[config.mk]
export PLATFORM = sky130hd
export DESIGN_NAME = lcae_engine
export DESIGN_NICKNAME = d
export VERILOG_FILES = /design/src/rtl/lcae_pkg.sv /design/src/rtl/lcae_engine.sv /design/src/rtl/lcae_round.sv
export VERILOG_INCLUDE_DIRS = /design/src /design/src/rtl
export SDC_FILE = /design/constraint.sdc
export NUM_CORES = 1
export LEC_CHECK = 0
export ABC_CLOCK_PERIOD_IN_PS = 9200
export BUFFER_PORTS_ARGS = -buffer_cell sky130_fd_sc_hd__buf_2
export CAP_MARGIN = 5
export CORE_UTILIZATION = 40
export DETAILED_ROUTE_END_ITERATION = 6
export MAX_ROUTING_LAYER = met4
export PLACE_DENSITY = 0.57
export SLEW_MARGIN = 20
export SYNTH_ARGS = -nofsm -noshare
export SYNTH_HDL_FRONTEND = slang
export SYNTH_SLANG_ARGS = --single-unit
[constraint.sdc]
create_clock -name clk -period 9.2 [get_ports clk]
set_clock_uncertainty 0.2 [all_clocks]
set_input_delay 1.84 -clock clk [delete_from_list [all_inputs] [get_ports clk]]
set_output_delay 1.84 -clock clk [all_outputs]
set_load 0.005 [all_outputs]
[src/rtl/lcae_defines.svh]
// Register offsets, field positions, reset values and timing counts of the link cipher engine
`ifndef LCAE_DEFINES_SVH
`define LCAE_DEFINES_SVH

// ****************************************
// Register word offsets (byte addresses)
// ****************************************
`define LCAE_OFS_CONTROL      8'h00
`define LCAE_OFS_VERSION      8'h04
`define LCAE_OFS_KM_CTRL      8'h08
`define LCAE_OFS_KM_STATUS    8'h0c
`define LCAE_OFS_LOCAL_KSV_L  8'h10
`define LCAE_OFS_LOCAL_KSV_H  8'h14
`define LCAE_OFS_REMOTE_KSV_L 8'h18
`define LCAE_OFS_REMOTE_KSV_H 8'h1c
`define LCAE_OFS_MKEY_L       8'h20
`define LCAE_OFS_MKEY_H       8'h24
`define LCAE_OFS_CI_CTRL      8'h28
`define LCAE_OFS_CI_STATUS    8'h2c
`define LCAE_OFS_BX           8'h30
`define LCAE_OFS_BY           8'h34
`define LCAE_OFS_BZ           8'h38
`define LCAE_OFS_KX           8'h3c
`define LCAE_OFS_KY           8'h40
`define LCAE_OFS_KZ           8'h44
`define LCAE_OFS_RAND_L       8'h48
`define LCAE_OFS_RAND_H       8'h4c
`define LCAE_OFS_LINK_CHECK   8'h50

// ****************************************
// Field positions
// ****************************************
`define LCAE_CTL_ENABLE       0
`define LCAE_CTL_UPDATE       1
`define LCAE_CTL_LANES_LSB    4
`define LCAE_KMC_LOAD_KSV     0
`define LCAE_KMC_CALC_KM      1
`define LCAE_KMC_ABORT_KM     2
`define LCAE_KMS_KSV_READY    0
`define LCAE_KMS_KM_READY     1
`define LCAE_KMS_KM_BUSY      2
`define LCAE_CIC_XOR_EN       0
`define LCAE_CIC_BLOCK_GO     8
`define LCAE_CIC_RAND_GO      10
`define LCAE_CIC_KEY_SRC      16
`define LCAE_CIS_BLOCK_DONE   8
`define LCAE_CIS_RAND_DONE    10

// ****************************************
// Reset values and timing counts
// ****************************************
`define LCAE_RST_CONTROL      32'h0000_0000
`define LCAE_RST_LFSR         64'h0123_4567_89ab_cdef
`define LCAE_KM_ROUNDS        6'd40
`define LCAE_BLOCK_ROUNDS     6'd48
`define LCAE_RAND_ROUNDS      6'd32

`endif

[src/rtl/lcae_pkg.sv]
// Types shared by the link cipher engine files
package lcae_pkg;

  // One-hot state of the round sequencer
  typedef enum logic [3:0] {
    LCAE_IDLE  = 4'b0001,
    LCAE_RAND  = 4'b0010,
    LCAE_KM    = 4'b0100,
    LCAE_BLOCK = 4'b1000
  } lcae_state_type;

  // Job selector type; not used by the engine or the round core
  typedef enum logic [1:0] {
    LCAE_JOB_RAND  = 2'b00,
    LCAE_JOB_KM    = 2'b01,
    LCAE_JOB_BLOCK = 2'b10
  } lcae_job_type;

endpackage : lcae_pkg

[src/rtl/lcae_engine.sv]
// Register-controlled cipher engine for link authentication
// Summary of operation
// - Status bit 10 flags random done.
// - Random value readable in high/low registers.
// - Key status bit 0 flags vector ready.
// - Local vector readable high and low.
// - Bit 2 pulse aborts master key computation.
// - Key status bit 1 flags key ready.
// - Bit 16 clear selects key; bit 8 starts.
// - Cipher status bit 8 flags block done.
// - Link check value low word readable after block cipher.
`timescale 1ns/1ps
`include "lcae_defines.svh"
module lcae_engine
  import lcae_pkg::*;
#(
  parameter logic [39:0] LOCAL_KSV = 40'h55_aa55_aa55, // Arbitrary value
  parameter logic [31:0] VERSION   = 32'h0001_0000     // Arbitrary value
) (
  input  wire logic        clk,
  input  wire logic        arst_n,
  input  wire logic [7:0]  addr,
  input  wire logic [31:0] wdata,
  input  wire logic        wr,
  input  wire logic        rd,
  output logic      [31:0] rdata,
  output logic             core_enable,
  output logic      [2:0]  lane_count,
  output logic      [63:0] link_check_value
);

  // ****************************************
  // Register decode
  // ****************************************
  logic wr_ctl, wr_kmc, wr_rksv_l, wr_rksv_h, wr_cic;
  logic wr_bx, wr_by, wr_bz, wr_kx, wr_ky, wr_kz;
  assign wr_ctl    = wr && (addr == `LCAE_OFS_CONTROL);
  assign wr_kmc    = wr && (addr == `LCAE_OFS_KM_CTRL);
  assign wr_rksv_l = wr && (addr == `LCAE_OFS_REMOTE_KSV_L);
  assign wr_rksv_h = wr && (addr == `LCAE_OFS_REMOTE_KSV_H);
  assign wr_cic    = wr && (addr == `LCAE_OFS_CI_CTRL);
  assign wr_bx     = wr && (addr == `LCAE_OFS_BX);
  assign wr_by     = wr && (addr == `LCAE_OFS_BY);
  assign wr_bz     = wr && (addr == `LCAE_OFS_BZ);
  assign wr_kx     = wr && (addr == `LCAE_OFS_KX);
  assign wr_ky     = wr && (addr == `LCAE_OFS_KY);
  assign wr_kz     = wr && (addr == `LCAE_OFS_KZ);

  // ****************************************
  // Software registers
  // ****************************************
  logic [31:0] control;          // Enable, update, lanes
  logic [31:0] ci_ctrl;          // Cipher control, level bits kept
  logic [2:0]  km_ctrl;          // Key management control echo
  logic [39:0] remote_ksv;       // Peer vector
  logic [31:0] cipher_b_word_x;  // B words
  logic [31:0] cipher_b_word_y;
  logic [31:0] cipher_b_word_z;
  logic [31:0] cipher_k_word_x;  // K words
  logic [31:0] cipher_k_word_y;
  logic [31:0] cipher_k_word_z;

  // Rising edges of start bits form the one-write pulses
  logic start_rand, start_block, start_load, start_km, abort_km;
  assign start_rand  = wr_cic && wdata[`LCAE_CIC_RAND_GO] && !ci_ctrl[`LCAE_CIC_RAND_GO];
  assign start_block = wr_cic && wdata[`LCAE_CIC_BLOCK_GO] && !ci_ctrl[`LCAE_CIC_BLOCK_GO];
  assign start_load  = wr_kmc && wdata[`LCAE_KMC_LOAD_KSV] && !km_ctrl[`LCAE_KMC_LOAD_KSV];
  assign start_km    = wr_kmc && wdata[`LCAE_KMC_CALC_KM] && !km_ctrl[`LCAE_KMC_CALC_KM];
  assign abort_km    = wr_kmc && wdata[`LCAE_KMC_ABORT_KM] && !km_ctrl[`LCAE_KMC_ABORT_KM];

  // Control and command registers
  always_ff @(posedge clk or negedge arst_n) begin
    if (!arst_n) begin
      control <= `LCAE_RST_CONTROL;
      ci_ctrl <= '0;
      km_ctrl <= '0;
    end else begin
      if (wr_ctl) begin
        control <= wdata;
      end
      if (wr_cic) begin
        ci_ctrl <= wdata;
      end
      if (wr_kmc) begin
        km_ctrl <= wdata[2:0];
      end
    end
  end

  // Data registers written by software
  always_ff @(posedge clk or negedge arst_n) begin
    if (!arst_n) begin
      remote_ksv      <= '0;
      cipher_b_word_x <= '0;
      cipher_b_word_y <= '0;
      cipher_b_word_z <= '0;
      cipher_k_word_x <= '0;
      cipher_k_word_y <= '0;
      cipher_k_word_z <= '0;
    end else begin
      if (wr_rksv_l) remote_ksv[31:0]  <= wdata;
      if (wr_rksv_h) remote_ksv[39:32] <= wdata[7:0];
      if (wr_bx) cipher_b_word_x <= wdata;
      if (wr_by) cipher_b_word_y <= wdata;
      if (wr_bz) cipher_b_word_z <= wdata;
      if (wr_kx) cipher_k_word_x <= wdata;
      if (wr_ky) cipher_k_word_y <= wdata;
      if (wr_kz) cipher_k_word_z <= wdata;
    end
  end

  // ****************************************
  // Sequencer
  // ****************************************
  lcae_state_type state, next_state;
  logic [5:0]     rounds;           // Rounds left in current job
  logic [63:0]    core_state;
  logic [63:0]    master_key;
  logic [63:0]    session_random_value;
  logic [39:0]    local_ksv;
  logic           ksv_ready, km_ready, rand_done, block_done;
  logic           enabled;
  assign enabled = control[`LCAE_CTL_ENABLE];

  // Seed and key for the round core per job
  logic        core_load, core_step;
  logic [63:0] core_seed, core_key, block_key;
  assign block_key = ci_ctrl[`LCAE_CIC_KEY_SRC]
                   ? {cipher_k_word_y, cipher_k_word_x ^ cipher_k_word_z} : master_key;
  assign core_load = enabled && (start_rand || start_km || start_block) && (state == LCAE_IDLE);
  assign core_step = (state != LCAE_IDLE) && (rounds != 6'd0);
  assign core_seed = start_rand ? session_random_value ^ `LCAE_RST_LFSR
                   : start_km   ? {24'h00_0000, local_ksv ^ remote_ksv}
                   : {cipher_b_word_z ^ cipher_b_word_y, cipher_b_word_x};
  assign core_key  = (state == LCAE_BLOCK) ? block_key
                   : (state == LCAE_KM) ? {24'h00_0000, remote_ksv} : 64'h9e37_79b9_7f4a_7c15;

  lcae_round #(
    .WIDTH (64)
  ) u_round (
    .clk    (clk),
    .arst_n (arst_n),
    .load   (core_load),
    .step   (core_step),
    .seed   (core_seed),
    .key    (core_key),
    .xor_en (ci_ctrl[`LCAE_CIC_XOR_EN]),
    .state  (core_state)
  );

  // Next state; starts are taken only when idle
  always_comb begin
    next_state = state;
    unique case (state)
      LCAE_IDLE: begin
        if (core_load && start_rand) next_state = LCAE_RAND;
        else if (core_load && start_km) next_state = LCAE_KM;
        else if (core_load) next_state = LCAE_BLOCK;
      end
      LCAE_KM: begin
        if (abort_km || rounds == 6'd0) next_state = LCAE_IDLE;
      end
      LCAE_RAND, LCAE_BLOCK: begin
        if (rounds == 6'd0) next_state = LCAE_IDLE;
      end
    endcase
  end

  // Round counter and state register
  always_ff @(posedge clk or negedge arst_n) begin
    if (!arst_n) begin
      state  <= LCAE_IDLE;
      rounds <= '0;
    end else begin
      state <= next_state;
      if (core_load) begin
        rounds <= start_rand ? `LCAE_RAND_ROUNDS : start_km ? `LCAE_KM_ROUNDS : `LCAE_BLOCK_ROUNDS;
      end else if (core_step) begin
        rounds <= rounds - 6'd1;
      end
    end
  end

  // ****************************************
  // Results and sticky done flags
  // ****************************************
  logic finish;
  assign finish = (state != LCAE_IDLE) && (rounds == 6'd0);

  always_ff @(posedge clk or negedge arst_n) begin
    if (!arst_n) begin
      ksv_ready            <= 1'b0;
      km_ready             <= 1'b0;
      rand_done            <= 1'b0;
      block_done           <= 1'b0;
      local_ksv            <= '0;
      master_key           <= '0;
      session_random_value <= '0;
      link_check_value     <= '0;
    end else begin
      if (start_load && enabled) begin
        local_ksv <= LOCAL_KSV;
        ksv_ready <= 1'b1;
      end
      // key ready on finish, cleared by start
      if (start_km && core_load) km_ready <= 1'b0;
      else if (finish && state == LCAE_KM && !abort_km) begin
        km_ready   <= 1'b1;
        master_key <= core_state;
      end
      if (start_rand && core_load) rand_done <= 1'b0;
      else if (finish && state == LCAE_RAND) begin
        rand_done            <= 1'b1;
        session_random_value <= core_state;
      end
      if (start_block && core_load && !start_rand) block_done <= 1'b0;
      else if (finish && state == LCAE_BLOCK) begin
        block_done       <= 1'b1;
        link_check_value <= core_state;
      end
    end
  end

  // Outputs registered from control register bits while update bit is set
  always_ff @(posedge clk or negedge arst_n) begin
    if (!arst_n) begin
      core_enable <= 1'b0;
      lane_count  <= '0;
    end else if (control[`LCAE_CTL_UPDATE]) begin
      // Held while update bit is low so multi-word writes land together
      core_enable <= enabled;
      lane_count  <= control[`LCAE_CTL_LANES_LSB+2:`LCAE_CTL_LANES_LSB];
    end
  end

  // ****************************************
  // Read mux
  // ****************************************
  logic [31:0] next_rdata;
  always_comb begin
    next_rdata = 32'h0000_0000;
    unique case (addr)
      `LCAE_OFS_CONTROL:      next_rdata = control;
      `LCAE_OFS_VERSION:      next_rdata = VERSION;
      `LCAE_OFS_KM_CTRL:      next_rdata = {29'h0, km_ctrl};
      `LCAE_OFS_KM_STATUS:    next_rdata = {29'h0, state == LCAE_KM, km_ready, ksv_ready};
      `LCAE_OFS_LOCAL_KSV_L:  next_rdata = local_ksv[31:0];
      `LCAE_OFS_LOCAL_KSV_H:  next_rdata = {24'h0, local_ksv[39:32]};
      `LCAE_OFS_REMOTE_KSV_L: next_rdata = remote_ksv[31:0];
      `LCAE_OFS_REMOTE_KSV_H: next_rdata = {24'h0, remote_ksv[39:32]};
      `LCAE_OFS_MKEY_L:       next_rdata = master_key[31:0];
      `LCAE_OFS_MKEY_H:       next_rdata = master_key[63:32];
      `LCAE_OFS_CI_CTRL:      next_rdata = ci_ctrl;
      `LCAE_OFS_CI_STATUS:    next_rdata = {21'h0, rand_done, 1'b0, block_done, 8'h0};
      `LCAE_OFS_BX:           next_rdata = cipher_b_word_x;
      `LCAE_OFS_BY:           next_rdata = cipher_b_word_y;
      `LCAE_OFS_BZ:           next_rdata = cipher_b_word_z;
      `LCAE_OFS_KX:           next_rdata = cipher_k_word_x;
      `LCAE_OFS_KY:           next_rdata = cipher_k_word_y;
      `LCAE_OFS_KZ:           next_rdata = cipher_k_word_z;
      `LCAE_OFS_RAND_L:       next_rdata = session_random_value[31:0];
      `LCAE_OFS_RAND_H:       next_rdata = session_random_value[63:32];
      `LCAE_OFS_LINK_CHECK:   next_rdata = link_check_value[31:0];
      default:                next_rdata = 32'h0000_0000;
    endcase
  end

  // Read data valid the cycle after the strobe only
  always_ff @(posedge clk or negedge arst_n) begin
    if (!arst_n) begin
      rdata <= '0;
    end else begin
      rdata <= rd ? next_rdata : 32'h0000_0000;
    end
  end

  // ****************************************
  // Assertions
  // ****************************************
  AST_RAND_DONE: assert property (@(posedge clk) disable iff (!arst_n)
    (state == LCAE_RAND && rounds == 6'd0) |=> rand_done)
    else $error("random done flag not set");
  AST_RAND_VALUE: assert property (@(posedge clk) disable iff (!arst_n)
    (state == LCAE_RAND && rounds == 6'd0) |=> session_random_value == $past(core_state))
    else $error("session value not captured");
  AST_KSV_READY: assert property (@(posedge clk) disable iff (!arst_n)
    (start_load && enabled) |=> ksv_ready)
    else $error("vector ready not set");
  AST_KSV_READ: assert property (@(posedge clk) disable iff (!arst_n)
    (start_load && enabled) |=> local_ksv == LOCAL_KSV)
    else $error("local vector wrong");
  AST_ABORT: assert property (@(posedge clk) disable iff (!arst_n)
    (state == LCAE_KM && abort_km) |=> (state == LCAE_IDLE) && !km_ready)
    else $error("abort ignored");
  AST_KM_TIME: assert property (@(posedge clk) disable iff (!arst_n)
    (core_load && start_km) |=> (!km_ready throughout ##40 1'b1))
    else $error("key ready early");
  AST_BLOCK_DONE: assert property (@(posedge clk) disable iff (!arst_n)
    (core_load && start_block && !start_rand) |-> ##50 block_done)
    else $error("block cipher late");
  AST_LINK_CHECK: assert property (@(posedge clk) disable iff (!arst_n)
    (state == LCAE_BLOCK && rounds == 6'd0) |=> link_check_value == $past(core_state))
    else $error("link check not captured");
  AST_STICKY: assert property (@(posedge clk) disable iff (!arst_n)
    (block_done && !(start_block && core_load)) |=> block_done)
    else $error("done flag dropped");

endmodule : lcae_engine

[src/rtl/lcae_round.sv]
// Iterated mixing round shared by random, master key and block cipher jobs
`timescale 1ns/1ps
module lcae_round
  import lcae_pkg::*;
#(
  parameter int WIDTH = 64
) (
  input  wire logic             clk,
  input  wire logic             arst_n,
  input  wire logic             load,
  input  wire logic             step,
  input  wire logic [WIDTH-1:0] seed,
  input  wire logic [WIDTH-1:0] key,
  input  wire logic             xor_en,
  output logic      [WIDTH-1:0] state
);

  // ****************************************
  // Mixing function
  // ****************************************
  // Rotate, add key, fold; not a real cipher, only a stand-in datapath
  function automatic logic [WIDTH-1:0] lcae_mix(input logic [WIDTH-1:0] s, input logic [WIDTH-1:0] k,
                                                input logic x);
    logic [WIDTH-1:0] r;
    r = {s[WIDTH-14:0], s[WIDTH-1:WIDTH-13]};
    r = r + k;
    lcae_mix = x ? (r ^ (s >> 7)) : (r ^ {s[0], s[WIDTH-1:1]});
  endfunction : lcae_mix

  // Next round value
  logic [WIDTH-1:0] next_state;
  assign next_state = load ? seed : lcae_mix(state, key, xor_en);

  // State register, moves only when asked
  always_ff @(posedge clk or negedge arst_n) begin
    if (!arst_n) begin
      state <= '0;
    end else if (load || step) begin
      state <= next_state;
    end
  end

endmodule : lcae_round

==> flow_summary.ini <==
[cts]
clk_pin_slew_ns = 0.06
root_buffer = clkbuf_16
tritoncts = done
cts.repair.resized = 0
clk_latency_ns = 0.63
cts_made_buffers = 70
clock_sinks = 605
postCtsHoldBufs = 0
cts_buffer_depth = 3
htree_levels = 3
cts_setup_buffers = 0

[synth]
synth_cell_type_count = 73
synth_seq_area_share = 0.461
synth_commonest_cells = 604 x dfrtp_1, 493 x mux2_2, 199 x a21oi_1
yosysMostFrequentCell = dfrtp_1
synthArstFlopShare = 1.00
synthCells = 2962
synthFlopType = dfrtp_1
ys_seq_elements = 605
synth_edf_count = 0
yosysTopAreaCell = dfrtp_1
yosysWarnings = 0
synth_top_area_frac = 0.460
synth_nets = 3086
synthTopCellsByArea = dfrtp_1 46%, mux2_2 17%, xnor2_1 4.4%
syn_area_um2 = 32900
syn_avg_cell_area_um2 = 11.1

[power_and_ir_drop]
powerDensity_nw_per_um2 = 314
ir_drop_mv = 0.145
finalPower_mw = 11.7
p_leak_nw = 16.9

[hold_path]
hold_start = link_check_value[42]
hold_depth = 1
hold_end = link_check_value[42]
min_path_type = reg2reg

[global_routing]
overflow = 0
grt.total_usage = 0.346
busiest_layer = met2
grt_pass1_wl_um = 201000
use_met1 = 0.471
grt_use_met3 = 0.0622
use_met2 = 0.512
grt_pass1_vias = 27315
antenna_found_initial = 6
grt_start_max_net_pins = 182

[critical_path]
crit_type = in2reg
ff2ff_path_depth = 15
cp_max_fo = 33
worstSetupEndpointType = flip-flop
cp.arrival_ns = 6.03
worst_ep_required_time_ns = 9.47
r2r-start = ci_ctrl[16]
worstReg2RegEnd = u_round.state[58]
critPathLaunchType = primary input
ff2ff_setup_slack_ns = 3.76

[finish]
nNetsFinal = 3161
final_cells = 4157
area_growth_pct = 13.5
drive_above_1_share = 0.280

[floorplanning]
die_h_um = 289
rows = 104
io_pins = 144
core_region_area_um2 = 80900
die_w_um = 289
dieArea_um2 = 83300
floorplan.initialDensity = 0.406

[run]
maxCapViolations = 0

[detailed_routing]
wirelength_um = 140000
dr.pass1.iters = 7
wl_per_cell_um = 33.7
first_iter_violations = 3611
avgViaCountPerCell = 6.57
vias = 27316
postRouteAntennaNets = 0
drc = 0

[sta]
finalSetupViolations = 0
rsz0062_at_grt = false
slew-limit-headroom = 0.210
fin_setup_tns_ns = 0
finalCriticalPeriod_ns = 5.76
hold_viol_final = 0
layout_setup_ws_ns = 3.44
hold_ws_ns = 0.299
slew_viol_final = 0
fin_crit_sh = 0.626
tightest_slew_ns = 1.18
fmax_ghz = 0.174

[placed_design]
portBuffers = 143
dp_worst_setup_slack_ns = 2.97
gp_congestion = 1.01
placed_cells = 4024
dp_hpwl_um = 93800

[status]
status = complete, no violations
[where the power goes]
part | leakage, nW | internal [mW] | switching, mW | total [mW]
clock | 1.20 | 1.77 | 1.20 | 2.97
sequential | 8.20 | 3.02 | 0.899 | 3.92
combinational | 7.55 | 1.98 | 2.83 | 4.81
[cell type report]
type / count / area, um^2
Fill cell: 7496 / 43600
Multi-Input combinational cell: 2137 / 17000
Sequential cell: 605 / 15100
Clock buffer: 101 / 2060
Tap cell: 1060 / 1330
Timing Repair Buffer: 209 / 1270
Clock inverter: 27 / 385
Inverter: 14 / 52.6
Antenna cell: 4 / 10.0
[per-stage QoR]
step | area [um^2] | util
detailed placement | 34800 | 0.430
global placement | 34800 | 0.430
floorplan | 32900 | -
CTS | 37300 | 0.460
global route | 37300 | 0.461
finish | 37300 | 0.461
[state kept, by name, indices dropped and copies added, names as in the netlist, 3 cells and up]
name / flops
state: 4
cipher_k_word_z: 32
ci_ctrl: 32
cipher_b_word_z: 32
lane_count: 3
cipher_k_word_y: 32
remote_ksv: 40
rdata: 32
u_round.state: 64
control: 32
cipher_k_word_x: 32
cipher_b_word_y: 32
km_ctrl: 3
session_random_value: 64
link_check_value: 64
cipher_b_word_x: 32
rounds: 6
master_key: 64
[worst max-delay path, cell delays in order]
cell and delay [ns]:
buf_2 0.16, nor4b_2 0.20, nand3_2 0.08, buf_4 0.64, or3b_1 0.60, a21o_1 0.76
buf_4 0.53, nand2_1 0.48, o21ai_0 0.61, a21oi_1 0.07
[how the worst max path moves through the flow]
| stage | start | to | slack [ns] | cells past startpoint |
|---|---|---|---|---|
| finish | addr[5] | u_round.state[55] | 3.44 | 10 |
| floorplan | state[2] | u_round.state[60] | 4.71 | 16 |
| CTS | addr[5] | u_round.state[55] | 3.63 | 10 |
| global route | addr[5] | u_round.state[55] | 3.52 | 10 |
| global placement | addr[5] | u_round.state[55] | 3.06 | 10 |
| detailed placement | addr[5] | u_round.state[55] | 2.97 | 10 |
[metal layers]
layer / wire length (um) / share of wire
met1: 58300 / 0.42
met2: 62400 / 0.45
met3: 13800 / 0.098
met4: 5670 / 0.040
met5: 0 / 0
[layout by cell type, fill, tap and decap left out, types with 46 or more instances in the layout]
cell,instances
dfrtp_1,602
mux2_2,493
a21oi_1,198
nand2_1,168
xnor2_1,164
buf_2,142
nor2_1,137
o21ai_0,128
mux2i_1,92
ha_1,79
a22oi_1,78
clkbuf_16,71
buf_4,63
a221oi_1,57
a222oi_1,46
[cells by family after synthesis]
kind of cell    after synthesis  share of synthesized area
flops                       605                      0.461
xor+xnor                    206                     0.0549
mux                         585                      0.197
simple gates                494                     0.0706
buf+inv                     220                     0.0262
fa+ha+maj                    81                     0.0310
compound gates              771                      0.160
(Power assumes the default switching activity.)
